[src/pkg/pfcr_pkg.sv]
// Package for the pump fieldbus control register bank: map, fields, types
package pfcr_pkg;

   // ----------------------------------------------------------------------
   // Register indices (16-bit words)
   // ----------------------------------------------------------------------
   localparam logic [3:0] HR_SPEED        = 4'h0;
   localparam logic [3:0] HR_DIR_RUN      = 4'h1;
   localparam logic [3:0] HR_ALARM_TUBE   = 4'h2;
   localparam logic [3:0] HR_DBG_SETUP    = 4'h3;
   // Word layout holding registers
   localparam logic [3:0] HW_SPEED        = 4'h0;
   localparam logic [3:0] HW_DIR          = 4'h1;
   localparam logic [3:0] HW_RUN          = 4'h2;
   localparam logic [3:0] HW_ALARM        = 4'h3;
   localparam logic [3:0] HW_TUBE         = 4'h4;
   localparam logic [3:0] HW_DBG_DIR      = 4'h5;
   localparam logic [3:0] HW_DBG_RATE     = 4'h6;
   // Input registers
   localparam logic [3:0] IR_RUN_COVER    = 4'h0;
   localparam logic [3:0] IR_DIR_TUBE     = 4'h1;
   localparam logic [3:0] IR_FLOW_RELAY   = 4'h2;
   localparam logic [3:0] IR_LOOP_CURRENT = 4'h3;
   localparam logic [3:0] IR_FREQUENCY    = 4'h4;
   localparam logic [3:0] IR_SPEED        = 4'h5;
   localparam logic [3:0] IR_FW_PATCH     = 4'h6;
   localparam logic [3:0] IR_FW_MAJMIN    = 4'h7;
   localparam logic [3:0] IR_REV_HI       = 4'h8;
   localparam logic [3:0] IR_REV_LO       = 4'h9;
   localparam logic [3:0] IR_HOURS_HI     = 4'hA;
   localparam logic [3:0] IR_HOURS_LO     = 4'hB;
   localparam logic [3:0] IR_DBG_COUNT    = 4'hC;

   // ----------------------------------------------------------------------
   // Field values and reset values
   // ----------------------------------------------------------------------
   localparam logic [7:0]  DIR_CW        = 8'h00;
   localparam logic [7:0]  DIR_CCW       = 8'h01;
   localparam logic [7:0]  CMD_ACTIVE    = 8'h01;
   localparam int          RUN_PRIME_BIT = 0;
   localparam int          RUN_START_BIT = 1;
   localparam int          RUN_STOP_BIT  = 2;
   localparam logic [15:0] WORD_ZERO     = 16'h0000;
   localparam logic [7:0]  BYTE_ZERO     = 8'h00;
   localparam logic [2:0]  RUN_BITS_MASK = 3'h7;
   localparam logic [4:0]  RELAY_MASK    = 5'h1B;
   localparam logic [31:0] STAT_ZERO     = 32'h0000_0000;

   // ----------------------------------------------------------------------
   // Types
   // ----------------------------------------------------------------------
   typedef enum logic {
      PFCR_LAYOUT_PACKED,
      PFCR_LAYOUT_WORD
   } pfcr_layout_e;

   typedef struct packed {
      logic [15:0] speed;     // Hundredths of a percent, binary
      logic        dirCcw;
      logic [2:0]  runCmd;    // Prime, start, stop request levels
      logic        alarmClr;  // One-cycle pulse
      logic        tubeClr;   // One-cycle pulse
   } pfcr_cmd_s;

   typedef struct packed {
      logic [2:0]  runStatus;
      logic        coverOpen;
      logic        dirCcw;
      logic        tubeFaultAlarm;
      logic        flowVerificationAlarm;
      logic [4:0]  relays;
      logic [15:0] loopCurrent;   // Packed: mA in high byte
      logic [15:0] frequency;     // Packed decimal digit pairs
      logic [15:0] speedReport;   // Packed: percent in high byte
   } pfcr_status_s;

endpackage : pfcr_pkg

[src/core/pfcr_regs.sv]
// Register bank of the pump fieldbus control interface
`timescale 1ns/10ps
// How it works
// [RULE1] Holding registers are 16-bit commands the PLC writes, 4x space.
// [RULE2] Input registers are 16-bit status the pump supplies, 3x space.
// [RULE3] Packed speed: whole percent in upper byte, hundredths in lower.
// [RULE4] Word speed: one unsigned value, percent times one hundred.
// [RULE5] Direction 0x00 is clockwise, 0x01 counter-clockwise.
// [RULE6] Run command bits: 0 prime, 1 start, 2 stop; one activates.
// [RULE7] Packed holding 1: direction low byte, run bits high byte.
// [RULE8] Alarm reset clears tube and flow alarms on a 0 to 1 change.
// [RULE9] Packed holding 2: alarm reset low byte, tube reset high byte.
// [RULE10] Tube statistics reset clears revolution counter and hours.
// [RULE11] Debug counter direction 0 counts up, 1 counts down.
// [RULE12] Debug rate 0 holds counter; N steps it once every N cycles.
// [RULE13] Packed holding 3: counter direction low, counter rate high.
// [RULE14] Input 0: run status bits low byte, cover state high byte.
// [RULE15] Input 1: actual direction low byte, tube fault alarm high.
// [RULE16] Input 2: flow alarm low byte, relay flags bits 0,1,3,4 high.
// [RULE17] Input 3: loop current mA high byte, hundredths low byte.
// [RULE18] Input 4: frequency as digit pairs, thousands/hundreds high.
// [RULE19] Input 6: build channel low byte, patch number high byte.
// [RULE20] Input 7: firmware major high byte, minor low byte.
// [RULE21] Revolutions at inputs 8 and 9, hours at inputs 10 and 11.
// [RULE22] Input 12 reports the debug cyclic counter value.
// [RULE23] Tube statistics reset acts on a zero to nonzero change.
// [RULE24] Undefined status bits read zero; PLC writes undefined as zero.
module pfcr_regs
   import pfcr_pkg::*;
#(
   parameter int          STAT_WIDTH = 32,
   parameter logic [7:0]  FW_MAJOR   = 8'h01,  // Arbitrary value
   parameter logic [7:0]  FW_MINOR   = 8'h00,  // Arbitrary value
   parameter logic [7:0]  FW_PATCH   = 8'h00,  // Arbitrary value
   parameter logic [7:0]  FW_CHANNEL = 8'h00   // Arbitrary value
) (
   input  wire logic          sys_clk,
   input  wire logic          srst,
   input  wire pfcr_layout_e  layoutSel,
   input  wire logic          wrEn,
   input  wire logic [3:0]    wrAddr,
   input  wire logic [15:0]   wrData,
   input  wire logic          rdEn,
   input  wire logic [3:0]    rdAddr,
   output logic [15:0]        rdData_q,
   output logic               rdValid_q,
   input  wire pfcr_status_s  pumpStatus,
   input  wire logic          tubeRevTick,
   input  wire logic          tubeHourTick,
   output pfcr_cmd_s          pumpCmd_q,
   output logic               tubeFaultAlarm_q,
   output logic               flowVerificationAlarm_q
);

   // Elaboration check: readout splits the counters into two 16-bit words
   if (STAT_WIDTH < 17 || STAT_WIDTH > 32) begin : g_bad_width
      $error("STAT_WIDTH must be 17..32");
   end

   // ----------------------------------------------------------------------
   // Holding registers
   // ----------------------------------------------------------------------
   logic [7:0]            alarmCmd_q;
   logic [7:0]            tubeCmd_q;
   logic                  dbgDown_q;
   logic [7:0]            dbgRate_q;
   logic [15:0]           dbgCount_q;
   logic [7:0]            dbgDiv_q;
   logic [STAT_WIDTH-1:0] tubeRevs_q;
   logic [STAT_WIDTH-1:0] tubeHours_q;
   logic                  alarmPulse;
   logic                  tubePulse;
   logic [7:0]            newAlarm;
   logic [7:0]            newTube;
   logic                  alarmWr;
   logic                  tubeWr;

   // Packed percent converted to hundredths so the pump sees one format
   function automatic logic [15:0] packedToHundredths(input logic [15:0] v);
      logic [15:0] whole;
      logic [15:0] frac;
      whole = {8'h00, v[15:8]};
      frac  = {8'h00, v[7:0]};
      return 16'((whole * 16'h0064) + frac);
   endfunction

   always_comb begin
      alarmWr  = 1'b0;
      tubeWr   = 1'b0;
      newAlarm = alarmCmd_q;
      newTube  = tubeCmd_q;
      if (wrEn && layoutSel == PFCR_LAYOUT_PACKED
          && wrAddr == HR_ALARM_TUBE) begin
         alarmWr  = 1'b1;                                         // [RULE9]
         tubeWr   = 1'b1;
         newAlarm = wrData[7:0];
         newTube  = wrData[15:8];
      end else if (wrEn && layoutSel == PFCR_LAYOUT_WORD) begin
         if (wrAddr == HW_ALARM) begin
            alarmWr  = 1'b1;
            newAlarm = (wrData == WORD_ZERO) ? BYTE_ZERO : CMD_ACTIVE;
         end
         if (wrAddr == HW_TUBE) begin
            tubeWr  = 1'b1;
            newTube = (wrData == WORD_ZERO) ? BYTE_ZERO : CMD_ACTIVE;
         end
      end
      alarmPulse = alarmWr && alarmCmd_q == BYTE_ZERO
                   && newAlarm == CMD_ACTIVE;                     // [RULE8]
      tubePulse  = tubeWr && tubeCmd_q == BYTE_ZERO
                   && newTube != BYTE_ZERO;                       // [RULE23]
   end

   // Command word: every field in one process, so the port has one driver
   always_ff @(posedge sys_clk) begin
      if (srst) begin
         pumpCmd_q <= '0;
      end else begin
         pumpCmd_q.alarmClr <= alarmPulse;
         pumpCmd_q.tubeClr  <= tubePulse;
         if (wrEn && layoutSel == PFCR_LAYOUT_PACKED) begin       // [RULE1]
            if (wrAddr == HR_SPEED)
               pumpCmd_q.speed <= packedToHundredths(wrData);     // [RULE3]
            if (wrAddr == HR_DIR_RUN) begin                       // [RULE7]
               pumpCmd_q.dirCcw <= (wrData[7:0] == DIR_CCW);      // [RULE5]
               pumpCmd_q.runCmd <= wrData[10:8] & RUN_BITS_MASK;  // [RULE6]
            end
         end else if (wrEn) begin
            if (wrAddr == HW_SPEED)
               pumpCmd_q.speed <= wrData;                         // [RULE4]
            if (wrAddr == HW_DIR)
               pumpCmd_q.dirCcw <= (wrData[7:0] == DIR_CCW);      // [RULE5]
            if (wrAddr == HW_RUN)
               pumpCmd_q.runCmd <= wrData[2:0] & RUN_BITS_MASK;   // [RULE6]
         end
      end
   end

   // Reset commands: last written values kept for edge detection
   always_ff @(posedge sys_clk) begin
      if (srst) begin
         alarmCmd_q <= BYTE_ZERO;
         tubeCmd_q  <= BYTE_ZERO;
      end else begin
         if (alarmWr)
            alarmCmd_q <= newAlarm;
         if (tubeWr)
            tubeCmd_q <= newTube;
      end
   end

   // ----------------------------------------------------------------------
   // Alarms: a raised alarm wins over a clear in the same cycle
   // ----------------------------------------------------------------------
   always_ff @(posedge sys_clk) begin
      if (srst) begin
         tubeFaultAlarm_q        <= 1'b0;
         flowVerificationAlarm_q <= 1'b0;
      end else begin
         if (pumpStatus.tubeFaultAlarm)
            tubeFaultAlarm_q <= 1'b1;
         else if (alarmPulse)
            tubeFaultAlarm_q <= 1'b0;                             // [RULE8]
         if (pumpStatus.flowVerificationAlarm)
            flowVerificationAlarm_q <= 1'b1;
         else if (alarmPulse)
            flowVerificationAlarm_q <= 1'b0;                      // [RULE8]
      end
   end

   // ----------------------------------------------------------------------
   // Tube statistics; a tick in the clear cycle is counted from zero
   // ----------------------------------------------------------------------
   always_ff @(posedge sys_clk) begin
      if (srst) begin
         tubeRevs_q  <= STAT_WIDTH'(STAT_ZERO);
         tubeHours_q <= STAT_WIDTH'(STAT_ZERO);
      end else if (tubePulse) begin                               // [RULE10]
         tubeRevs_q  <= STAT_WIDTH'(tubeRevTick);
         tubeHours_q <= STAT_WIDTH'(tubeHourTick);
      end else begin
         tubeRevs_q  <= tubeRevs_q + STAT_WIDTH'(tubeRevTick);
         tubeHours_q <= tubeHours_q + STAT_WIDTH'(tubeHourTick);
      end
   end

   // ----------------------------------------------------------------------
   // Debug cyclic counter
   // ----------------------------------------------------------------------
   always_ff @(posedge sys_clk) begin
      if (srst) begin
         dbgDown_q <= 1'b0;
         dbgRate_q <= BYTE_ZERO;
      end else if (wrEn) begin
         if (layoutSel == PFCR_LAYOUT_PACKED) begin
            if (wrAddr == HR_DBG_SETUP) begin                     // [RULE13]
               dbgDown_q <= wrData[0];
               dbgRate_q <= wrData[15:8];
            end
         end else begin
            if (wrAddr == HW_DBG_DIR)
               dbgDown_q <= wrData[0];
            if (wrAddr == HW_DBG_RATE)
               dbgRate_q <= wrData[7:0];
         end
      end
   end

   // Divider restarts when the rate is zero so a new rate counts in full
   always_ff @(posedge sys_clk) begin
      if (srst) begin
         dbgDiv_q   <= BYTE_ZERO;
         dbgCount_q <= WORD_ZERO;
      end else if (dbgRate_q == BYTE_ZERO) begin
         dbgDiv_q <= BYTE_ZERO;                                   // [RULE12]
      end else if (dbgDiv_q + 8'h01 >= dbgRate_q) begin
         dbgDiv_q <= BYTE_ZERO;
         if (dbgDown_q)
            dbgCount_q <= dbgCount_q - 16'h0001;                  // [RULE11]
         else
            dbgCount_q <= dbgCount_q + 16'h0001;
      end else begin
         dbgDiv_q <= dbgDiv_q + 8'h01;
      end
   end

   // ----------------------------------------------------------------------
   // Input register read, one cycle after rdEn
   // ----------------------------------------------------------------------
   logic [31:0] revWide;
   logic [31:0] hourWide;
   assign revWide  = 32'(tubeRevs_q);
   assign hourWide = 32'(tubeHours_q);

   always_ff @(posedge sys_clk) begin
      if (srst) begin
         rdData_q  <= WORD_ZERO;
         rdValid_q <= 1'b0;
      end else begin
         rdValid_q <= rdEn;                                       // [RULE2]
         if (rdEn) begin
            case (rdAddr)
               IR_RUN_COVER:                                      // [RULE14]
                  rdData_q <= {7'h00, pumpStatus.coverOpen,
                               5'h00, pumpStatus.runStatus};
               IR_DIR_TUBE:                                       // [RULE15]
                  rdData_q <= {7'h00, tubeFaultAlarm_q,
                               7'h00, pumpStatus.dirCcw};
               IR_FLOW_RELAY:                                     // [RULE16]
                  rdData_q <= {3'h0, pumpStatus.relays & RELAY_MASK,
                               7'h00, flowVerificationAlarm_q};
               IR_LOOP_CURRENT:
                  rdData_q <= pumpStatus.loopCurrent;             // [RULE17]
               IR_FREQUENCY:
                  rdData_q <= pumpStatus.frequency;               // [RULE18]
               IR_SPEED:
                  rdData_q <= pumpStatus.speedReport;             // [RULE3]
               IR_FW_PATCH:
                  rdData_q <= {FW_PATCH, FW_CHANNEL};             // [RULE19]
               IR_FW_MAJMIN:
                  rdData_q <= {FW_MAJOR, FW_MINOR};               // [RULE20]
               IR_REV_HI:   rdData_q <= revWide[31:16];           // [RULE21]
               IR_REV_LO:   rdData_q <= revWide[15:0];
               IR_HOURS_HI: rdData_q <= hourWide[31:16];
               IR_HOURS_LO: rdData_q <= hourWide[15:0];
               IR_DBG_COUNT:
                  rdData_q <= dbgCount_q;                         // [RULE22]
               default:
                  rdData_q <= WORD_ZERO;                          // [RULE24]
            endcase
         end
      end
   end

endmodule // pfcr_regs

[config.mk]
export PLATFORM = sky130hd
export DESIGN_NAME = pfcr_regs
export DESIGN_NICKNAME = d
export VERILOG_FILES = /design/src/pkg/pfcr_pkg.sv /design/src/core/pfcr_regs.sv
export SDC_FILE = /design/constraint.sdc
export NUM_CORES = 1
export LEC_CHECK = 0
export ABC_AREA = 0
export BUFFER_PORTS_ARGS = -buffer_cell sky130_fd_sc_hd__buf_4
export CORE_ASPECT_RATIO = 1.25
export CORE_UTILIZATION = 59
export DETAILED_ROUTE_END_ITERATION = 12
export GPL_TIMING_DRIVEN = 0
export PLACE_DENSITY = 0.87
export SLEW_MARGIN = 20
export SYNTH_ARGS = -nofsm -noshare
export SYNTH_HDL_FRONTEND = slang
export SYNTH_SLANG_ARGS = --single-unit
export TNS_END_PERCENT = 20
[constraint.sdc]
create_clock -name sys_clk -period 3.6 [get_ports sys_clk]
set_input_delay 0 -clock sys_clk [delete_from_list [all_inputs] [get_ports sys_clk]]
set_output_delay 0 -clock sys_clk [all_outputs]
set_load 0.1 [all_outputs]
==> impl_metrics.py, run 1 <==
metrics = {
    "worst_setup_path": {
        "r2r_start": "dbgDiv_q[0]$_SDFF_PP0_",
        "worst_setup_path_end_kind": "flop",
        "path_buf_inv": 4,
        "critPathLaunchType": "input pin",
        "crit_family": "adder cells",
        "cp.arrival_ns": 3.65,
        "worstRegToRegCells": 12,
        "reg2reg_to": "dbgCount_q[14]$_SDFFE_PP0P_",
        "crit_path_end": "pumpCmd_q[20]$_SDFFE_PP0P_",
        "worstPathCellList": "dlygate4sd3_1, buf_4, inv_1, fa_1, inv_1, ha_1, a21o_1, a221oi_1, xor2_1, nor4_4, nand4_1, xor2_1, a221oi_1",
        "worst_ep_required_time_ns": 3.94,
        "max_stage_delay_ns": 0.53,
        "slowest_stage": "fa_1",
        "crit_cells": 13,
        "worstSetupPathType": "input pin to flop",
        "reg2reg_slack_ns": 0.66,
        "cp_max_fo": 7,
        "setup.worst_path.start": "wrData[15]",
    },
    "clock_network": {
        "cts_made_buffers": 17,
        "insertion_delay_ns": 0.44,
        "path_clk_slew_ns": 0.07,
        "htreeDepth": 4,
        "root_buffer": "clkbuf_16",
        "clock-sinks": 154,
        "cts_setup_buffers": 0,
        "cts_tree": "done",
        "clockBufferDepth": 2,
    },
    "yosys": {
        "ys_seq_area_frac": 0.318,
        "synth-seq-cells": 154,
        "synth_fa_ha_area_frac": 0.0942,
        "synthSimpleGateAreaFrac": 0.258,
        "netlist_area_um2": 9690,
        "yosysTopAreaCell": "dfxtp_1",
        "synth_ff_type": "dfxtp_1",
        "synth_area_leaders": "dfxtp_1, ha_1, nor2_4",
        "synth.mux.area_fraction": 0.0201,
        "synth_top_family_by_area": "simple AND/OR/NAND/NOR gates",
        "yosysWarnings": 0,
        "synthArstFlopShare": 0,
        "synth_edf_count": 0,
        "netlist_instances": 1108,
        "yosysUniqueCellTypes": 74,
        "synth-compound-area-share": 0.178,
        "synth_nets": 1269,
        "synth_top_area_frac": 0.318,
        "avgSynthCellArea_um2": 8.75,
        "synth-xor-area-share": 0.0831,
    },
    "die": {
        "dieArea_um2": 17000,
        "design.core.area_um2": 16100,
        "start_util": 0.601,
        "rows": 52,
        "die_h_um": 145,
        "ios": 132,
        "die_w_um": 117,
    },
    "cells_and_area": {
        "diodes": 0,
        "drive_gt1_frac": 0.192,
        "nNetsFinal": 1435,
        "area_growth_pct": 21.4,
        "post-route-cell-area_um2": 11800,
        "fillers": 1203,
    },
    "detailed_routing": {
        "post-route-drc-count": 0,
        "vias": 9425,
        "first_pass_iters": 6,
        "wirelength_um": 30700,
        "drt-initial-drc-count": 974,
        "wire_per_inst_um": 20.4,
        "drtAntennaViolNets": 0,
        "via_per_inst": 6.27,
    },
    "sta": {
        "setup_violations": 0,
        "setup_tns_ns": 0,
        "maxSlewHeadroom": 0.205,
        "tightest_slew_ns": 1.18,
        "hold_violations": 0,
        "drv_slew": 0,
        "max_freq_mhz": 302,
        "finalClockSkew_ns": 0.0100,
        "worst_hold_slack_ns": 0.00323,
        "final.min_clock_period_ns": 3.31,
        "rsz0062_at_grt": "no",
        "fin_crit_sh": 0.920,
    },
    "placed_design": {
        "gp_congestion": 1.03,
        "numPortBuffers": 125,
        "dpl_cell_area_um2": 10900,
        "hpwl_um": 22500,
    },
    "power_and_ir_drop": {
        "ir_drop_uv": 327,
        "power_leakage_uw": 0.00452,
        "power_density_nw_per_um2": 390,
    },
    "grt": {
        "overflow": 0,
        "grt_pass1_vias": 9115,
        "grt_pass1_wl_um": 47600,
        "grt_max_degree": 19,
        "antenna_found_initial": 0,
        "grtUsageTotal": 0.369,
    },
    "min_path": {
        "min_path_type": "input pin to flop",
    },
    "outcome": {
        "status": "completed",
    },
    "run": {
        "cap_violations": 0,
    },
}
layout by cell type (no fill, tap or decap), types with 6 or more instances in the layout:
cell and instances:
a21o_1 8, a211oi_1 15, a41oi_1 9, buf_12 6, nor3_1 21, and3_1 20
xnor2_1 45, buf_2 6, buf_4 126, clkbuf_1 37, mux2i_1 15, nand3_1 40
nand4_1 12, nor2_1 111, a31oi_1 11, a222oi_1 7, inv_8 6, dlygate4sd3_1 22
nand2_1 82, nor4_1 10, a21oi_1 70, nand2b_1 14, xor2_1 46, inv_1 39
dfxtp_1 154, ha_1 65, o21ai_0 20, a221oi_1 7, nor2_4 58, nor2b_1 16
o211ai_1 13, a22oi_1 61, clkbuf_16 17
power by group:
group | switching, uW | internal (uW) | total (uW)
logic | 580 | 345 | 925
clock network | 847 | 1070 | 1910
registers | 23.6 | 1730 | 1750
total | 1450 | 3140 | 4590
worst min path at each step:
stage / end / from / cells after the start / slack [ns]
after floorplan: flowVerificationAlarm_q$_SDFFE_PP0P_ / pumpStatus[53] / 2 / 0.12
after global placement: tubeFaultAlarm_q$_SDFFE_PP0P_ / pumpStatus[54] / 3 / 0.21
after detailed placement: tubeFaultAlarm_q$_SDFFE_PP0P_ / pumpStatus[54] / 3 / 0.21
after CTS: rdData_q[11]$_SDFFE_PP0P_ / pumpStatus[27] / 5 / 0.005
after global routing: dbgRate_q[1]$_SDFFE_PP0P_ / wrData[9] / 3 / 0.03
final: rdData_q[11]$_SDFFE_PP0P_ / pumpStatus[27] / 5 / 0.003
state kept, by name, indices dropped and copies added (netlist names):
register / flops
dbgDown_q: 1
pumpCmd_q: 22
revWide: 32
hourWide: 32
dbgDiv_q: 8
flowVerificationAlarm_q: 1
rdValid_q: 1
dbgCount_q: 16
dbgRate_q: 8
rdData_q: 16
tubeCmd_q: 8
tubeFaultAlarm_q: 1
alarmCmd_q: 8
per-layer routing:
metal	wire length, um	GRT usage	vias to the layer above
met4	1970	0.236	0
met2	14900	0.612	559
met5	0	0	-
met3	2850	0.0844	127
met1	11000	0.419	4398
li1	-	-	4341
worst register-to-register path, cell delays in order, from the launching register on:
cell and delay, ns:
dfxtp_1 0.39, ha_1 0.21, nand3_1 0.12, nor2_1 0.14
xor2_1 0.21, ha_1 0.28, a21o_1 0.18, a21oi_1 0.24
o211ai_1 0.15, and2_1 0.17, buf_2 0.20, and3_1 0.21
a221o_1 0.34
kinds of logic (layout without fill, tap and decap cells):
logic type / count (synthesis) / after routing
AO/OA/AOI/OAI: 252 / 252
XOR/XNOR: 92 / 92
adder cells (fa/ha/maj): 70 / 70
buffers and inverters: 93 / 272
flip-flops: 154 / 154
multiplexers: 18 / 18
AND/OR/NAND/NOR: 429 / 429
cell usage after synthesis (5+ instances only):
master      n
a211oi_1   15
a21o_1      8
a21oi_1    70
a221oi_1    7
a222oi_1    7
a22oi_1    61
a31oi_1    11
a41oi_1     9
and2_1      5
and3_1     20
and4_1      5
buf_12      6
buf_2       6
clkbuf_1   37
dfxtp_1   154
fa_1        5
ha_1       65
inv_1      39
mux2i_1    15
nand2_1    82
nand2b_1   14
nand3_1    40
nand4_1    12
nor2_1    111
nor2_4     58
nor2b_1    16
nor3_1     21
nor4_1     11
o211ai_1   13
o21ai_0    20
xnor2_1    45
xor2_1     47
per-stage QoR:
step,setup slack (ns),utilization,cells,power (uW)
floorplan,0.315,-,1108,2370
finish,0.287,0.729,1503,4590
CTS,0.116,0.728,1503,4530
detailed placement,-0.278,0.676,1449,2640
global placement,-0.187,0.676,1449,2620
global route,0.0807,0.729,1503,4710
what timing repair did:
| action | in CTS | in global routing |
|---|---|---|
| setup endpoints to repair | 0 | 4 |
| hold buffers | 22 | 0 |
| hold endpoints to repair | 41 | 0 |
| resized for setup | 0 | 3 |
final cells by class:
cell class                      count  area, um2  area share
Clock inverter                     15        195      0.0166
Tap cell                          216        270      0.0230
Timing Repair Buffer              147       1160      0.0985
Inverter                           40        150      0.0128
Buffer                             53        315      0.0268
Clock buffer                       17        425      0.0362
Multi-Input combinational cell    861       6170       0.524
Sequential cell                   154       3080       0.262
Power figures use the tool's default switching activity.
==> run 2, diff against run 1 <==
Settings changed: GPL_TIMING_DRIVEN 0 to 1, MAX_ROUTING_LAYER set to met4.
==> run 2 against run 1 <==
Effect of this change: register-to-register slack lost 0.06 ns; die area stayed put; first-iteration DRC count decreased by 7.4%; largest cell class unchanged.
==> impl_metrics.py, run 2 (synthesized netlist as in run 1, its figures left out) <==
metrics = {
    "detailed_routing": {
        "post-route-drc-count": 0,
        "vias": 9265,
        "first_pass_iters": 6,
        "wirelength_um": 29200,
        "drtAntennaViolNets": 0,
        "wire_per_inst_um": 19.7,
        "via_per_inst": 6.26,
        "drt-initial-drc-count": 902,
    },
    "die": {
        "die_w_um": 117,
        "design.core.area_um2": 16100,
        "ios": 132,
        "die_h_um": 145,
        "start_util": 0.601,
        "dieArea_um2": 17000,
        "rows": 52,
    },
    "grt": {
        "grt_max_degree": 57,
        "overflow": 0,
        "grt_pass1_vias": 9119,
        "grt_pass1_wl_um": 46100,
        "grtUsageTotal": 0.363,
        "antenna_found_initial": 0,
    },
    "clock_network": {
        "htreeDepth": 4,
        "root_buffer": "clkbuf_16",
        "clock-sinks": 154,
        "cts_made_buffers": 17,
        "insertion_delay_ns": 0.43,
        "clockBufferDepth": 2,
        "cts_tree": "done",
        "path_clk_slew_ns": 0.06,
    },
    "sta": {
        "setup_violations": 0,
        "final.min_clock_period_ns": 3.41,
        "finalClockSkew_ns": 0.00620,
        "max_freq_mhz": 293,
        "tightest_slew_ns": 1.09,
        "setup_tns_ns": 0,
        "fin_crit_sh": 0.948,
        "drv_slew": 0,
        "maxSlewHeadroom": 0.272,
        "hold_violations": 0,
    },
    "worst_setup_path": {
        "worst_setup_path_end_kind": "flop",
        "cp.arrival_ns": 3.77,
        "cp_max_fo": 8,
        "reg2reg_slack_ns": 0.60,
        "worst_ep_required_time_ns": 3.96,
        "critPathLaunchType": "input pin",
        "worstSetupPathType": "input pin to flop",
    },
    "cells_and_area": {
        "fillers": 1211,
        "seq_area_um2": 3080,
        "utilization": 0.727,
        "drive_gt1_frac": 0.207,
        "multi_input_area_um2": 6200,
        "final_common_cell": "dfxtp_1",
        "finalNonFillerCells": 1479,
        "area_growth_pct": 20.9,
        "mostFrequentLayoutCells": "dfxtp_1, buf_4, nor2_1",
        "diodes": 0,
        "nNetsFinal": 1412,
    },
    "run": {
        "cap_violations": 0,
    },
    "min_path": {
        "min_path_type": "input pin to flop",
    },
    "placed_design": {
        "gp_congestion": 0.951,
        "hpwl_um": 20600,
        "numPortBuffers": 130,
        "dpl.cell_count": 1419,
    },
    "power_and_ir_drop": {
        "power_density_nw_per_um2": 382,
        "ir_drop_uv": 314,
        "finalPower_uw": 4470,
        "power_leakage_uw": 0.00453,
    },
    "outcome": {
        "status": "completed",
    },
}
[run 2: cell types whose count changed in the layout (fill, tap and decap cells not counted), moves of 6 or more]
| cell | previous run | this run |
|---|---|---|
| clkbuf_1 | 37 | 0 |
| buf_4 | 126 | 146 |
| dlygate4sd3_1 | 22 | 29 |
| buf_2 | 6 | 0 |
| inv_8 | 6 | 0 |
[run 2: timing repair]
item,CTS,global route
hold buffers,29,0
gates resized for setup,0,4
setup endpoints to repair,0,4
endpoints found under the hold margin,39,0
setup buffers,0,0
[run 2: worst paths after layout]
path,startpoint,to,depth (start not counted)
worst min-delay path,wrAddr[1],pumpCmd_q[5]$_SDFFE_PP0P_,4
worst max-delay path,wrData[10],pumpCmd_q[19]$_SDFFE_PP0P_,16
worst min register to register,pumpCmd_q[6]$_SDFFE_PP0P_,pumpCmd_q[6]$_SDFFE_PP0P_,2
worst max register to register,dbgDiv_q[0]$_SDFF_PP0_,dbgCount_q[14]$_SDFFE_PP0P_,11
[run 2: worst max-delay path, stage by stage]
cell and delay [ns]:
dlygate4sd3_1 0.56, buf_4 0.19, ha_1 0.20, ha_1 0.29, inv_1 0.06, fa_1 0.51
inv_1 0.05, ha_1 0.36, a21o_1 0.22, a221oi_2 0.29, xor2_1 0.29, nor4_2 0.08
buf_4 0.17, a21boi_0 0.19, o211ai_1 0.10, a31oi_1 0.20
[run 2: cell type report]
cell class              instances  area share
well taps                     216      0.0231
multi-input cells             861       0.529
inverters                      40      0.0128
repair buffers                177       0.122
flip-flops and latches        154       0.263
clock buffers                  21      0.0410
clock inverters                10     0.00993
[run 2: power by group]
group	total, uW	leakage [uW]	switching (uW)	internal (uW)
sequential	1750	0.00124	22.1	1730
clock	1820	0.000280	727	1090
combinational	908	0.00300	552	355
total	4470	0.00453	1300	3170
[run 2: per-stage QoR]
step | area [um2] | setup slack (ns) | hold slack [ns]
5_1_grt | 11700 | -0.00643 | 0.0287
3_3_place_gp | 10800 | 0.186 | 0.207
6_report | 11700 | 0.188 | 0.0166
4_1_cts | 11700 | 0.0460 | 0.00120
3_5_place_dp | 10800 | 0.0667 | 0.213
2_1_floorplan | 9690 | 0.315 | 0.117
[run 2: per-layer routing]
layer	track usage	vias up	share of wire
met5	-	-	0
met4	0.225	0	0.067
met2	0.582	530	0.48
met1	0.394	4321	0.36
met3	0.0961	146	0.098
li1	-	4268	-
==> run 3, diff against run 2 <==
Settings changed: CORE_ASPECT_RATIO 1.25 to 0.6.
==> run 3 against run 2 <==
Effect of this change: worst hold slack about the same; largest power group unchanged; design area is 1.2% lower; highest routed layer unchanged; non-clock buffer count fell by 7; power decreased by 1.6%; largest cell class unchanged; core utilization is 1.2 points higher.
==> impl_metrics.py, run 3 (synthesized netlist as in run 1, its figures left out) <==
metrics = {
    "detailed_routing": {
        "vias": 9278,
        "drtAntennaViolNets": 0,
        "via_per_inst": 6.35,
        "wirelength_um": 30000,
        "post-route-drc-count": 0,
        "first_pass_iters": 6,
        "wire_per_inst_um": 20.6,
        "drt-initial-drc-count": 1304,
    },
    "placed_design": {
        "dpl.cell_count": 1404,
        "dpl_cell_area_um2": 10800,
        "numPortBuffers": 130,
        "gp_congestion": 0.983,
        "hpwl_um": 21800,
    },
    "clock_network": {
        "htreeDepth": 4,
        "clock-sinks": 154,
        "clockBufferDepth": 2,
        "cts_made_buffers": 17,
        "cts_tree": "done",
        "root_buffer": "clkbuf_16",
        "path_clk_slew_ns": 0.07,
        "insertion_delay_ns": 0.44,
    },
    "cells_and_area": {
        "seq_area_um2": 3080,
        "diodes": 0,
        "final_common_cell": "dfxtp_1",
        "area_growth_pct": 19.5,
        "fillers": 1147,
        "post-route-cell-area_um2": 11600,
        "finalNonFillerCells": 1460,
        "drive_gt1_frac": 0.203,
        "nNetsFinal": 1405,
        "mostFrequentLayoutCells": "dfxtp_1, buf_4, nor2_1",
        "multi_input_area_um2": 6170,
    },
    "min_path": {
        "min_path_type": "input pin to flop",
    },
    "worst_setup_path": {
        "worst_ep_required_time_ns": 3.96,
        "crit_path_end": "pumpCmd_q[19]$_SDFFE_PP0P_",
        "cpMostUsedCell": "ha_1",
        "crit_family": "adder cells",
        "max_stage_delay_ns": 0.54,
        "slowest_stage": "dlygate4sd3_1",
        "cp_max_fo": 8,
        "worstSetupPathType": "input pin to flop",
        "cp.arrival_ns": 3.76,
        "critPathLaunchType": "input pin",
        "worstRegToRegCells": 11,
        "path_buf_inv": 3,
        "reg2reg_slack_ns": 0.46,
        "worst_setup_path_end_kind": "flop",
        "crit_cells": 14,
        "r2r_start": "dbgDiv_q[0]$_SDFF_PP0_",
        "reg2reg_to": "dbgCount_q[14]$_SDFFE_PP0P_",
        "setup.worst_path.start": "wrData[9]",
        "worstPathCellList": "dlygate4sd3_1, buf_4, ha_1, ha_1, ha_1, fa_1, a211oi_1, nor2_1, xnor2_1, nor4_2, buf_4, and3b_1, o211ai_1, a31oi_1",
    },
    "grt": {
        "grt_max_degree": 56,
        "antenna_found_initial": 0,
        "grt_pass1_wl_um": 46500,
        "grtUsageTotal": 0.368,
        "overflow": 0,
        "grt_pass1_vias": 8530,
    },
    "die": {
        "rows": 35,
        "die_w_um": 167,
        "ios": 132,
        "start_util": 0.618,
        "die_h_um": 101,
        "design.core.area_um2": 15700,
        "dieArea_um2": 17000,
    },
    "sta": {
        "final.min_clock_period_ns": 3.40,
        "setup_tns_ns": 0,
        "fin_crit_sh": 0.944,
        "setup_violations": 0,
        "max_freq_mhz": 294,
        "drv_slew": 0,
        "tightest_slew_ns": 0.864,
        "rsz0062_at_grt": "no",
        "hold_violations": 0,
        "finalClockSkew_ns": 0.0170,
        "maxSlewHeadroom": 0.422,
    },
    "power_and_ir_drop": {
        "power_density_nw_per_um2": 380,
        "power_leakage_uw": 0.00448,
        "finalPower_uw": 4400,
        "ir_drop_uv": 302,
    },
    "outcome": {
        "status": "completed",
    },
    "run": {
        "cap_violations": 0,
    },
}
-- run 3: final cells by class --
class	instances	area share
Sequential cell	154	0.266
Clock inverter	13	0.0123
Inverter	40	0.0130
Clock buffer	19	0.0374
Tap cell	203	0.0219
Multi-Input combinational cell	861	0.533
Timing Repair Buffer	170	0.116
-- run 3: how the worst min path moves through the flow --
stage,startpoint,to,slack [ns],cells after the start
after detailed placement,pumpStatus[54],tubeFaultAlarm_q$_SDFFE_PP0P_,0.23,3
after global routing,pumpStatus[11],rdData_q[11]$_SDFFE_PP0P_,0.07,5
final,pumpStatus[14],rdData_q[14]$_SDFFE_PP0P_,0.02,5
after CTS,wrData[12],tubeCmd_q[4]$_SDFFE_PP0P_,0.01,4
after floorplan,pumpStatus[53],flowVerificationAlarm_q$_SDFFE_PP0P_,0.12,2
after global placement,pumpStatus[54],tubeFaultAlarm_q$_SDFFE_PP0P_,0.21,3
-- run 3: routing by layer --
layer	global-route usage	vias up	routed length (um)
met5	-	-	0
met4	0.115	0	819
met3	0.131	93	4060
met2	0.504	544	12100
met1	0.498	4380	13000
li1	-	4261	-
-- run 3: stage by stage --
stage / hold slack, ns / utilization / setup slack (ns)
finish: 0.0168 / 0.739 / 0.200
CTS: 0.0115 / 0.738 / 0.135
floorplan: 0.117 / - / 0.315
global route: 0.0654 / 0.739 / 0.0625
detailed placement: 0.225 / 0.686 / -0.00384
global placement: 0.211 / 0.686 / 0.144
-- run 3: tightest hold or removal path: cells and delay by family --
kind	cells	cell delay, ns
AOI/OAI and AO/OA	3	0.27
buffers and inverters	1	0.08
and+or+nand+nor	1	0.07
-- run 3: repair_timing --
item,CTS,global route
endpoints found under the hold margin,53,0
hold buffers,24,0
buffers inserted,0,0
gates resized for setup,0,1
endpoints found under the setup margin,0,4
-- run 3: where the power goes --
| part | leakage (uW) | switching, uW | internal, uW | total (uW) |
|---|---|---|---|---|
| clock | 0.000278 | 752 | 1030 | 1780 |
| sequential | 0.00124 | 23.3 | 1730 | 1750 |
| combinational | 0.00296 | 540 | 336 | 876 |
| total | 0.00448 | 1320 | 3090 | 4400 |
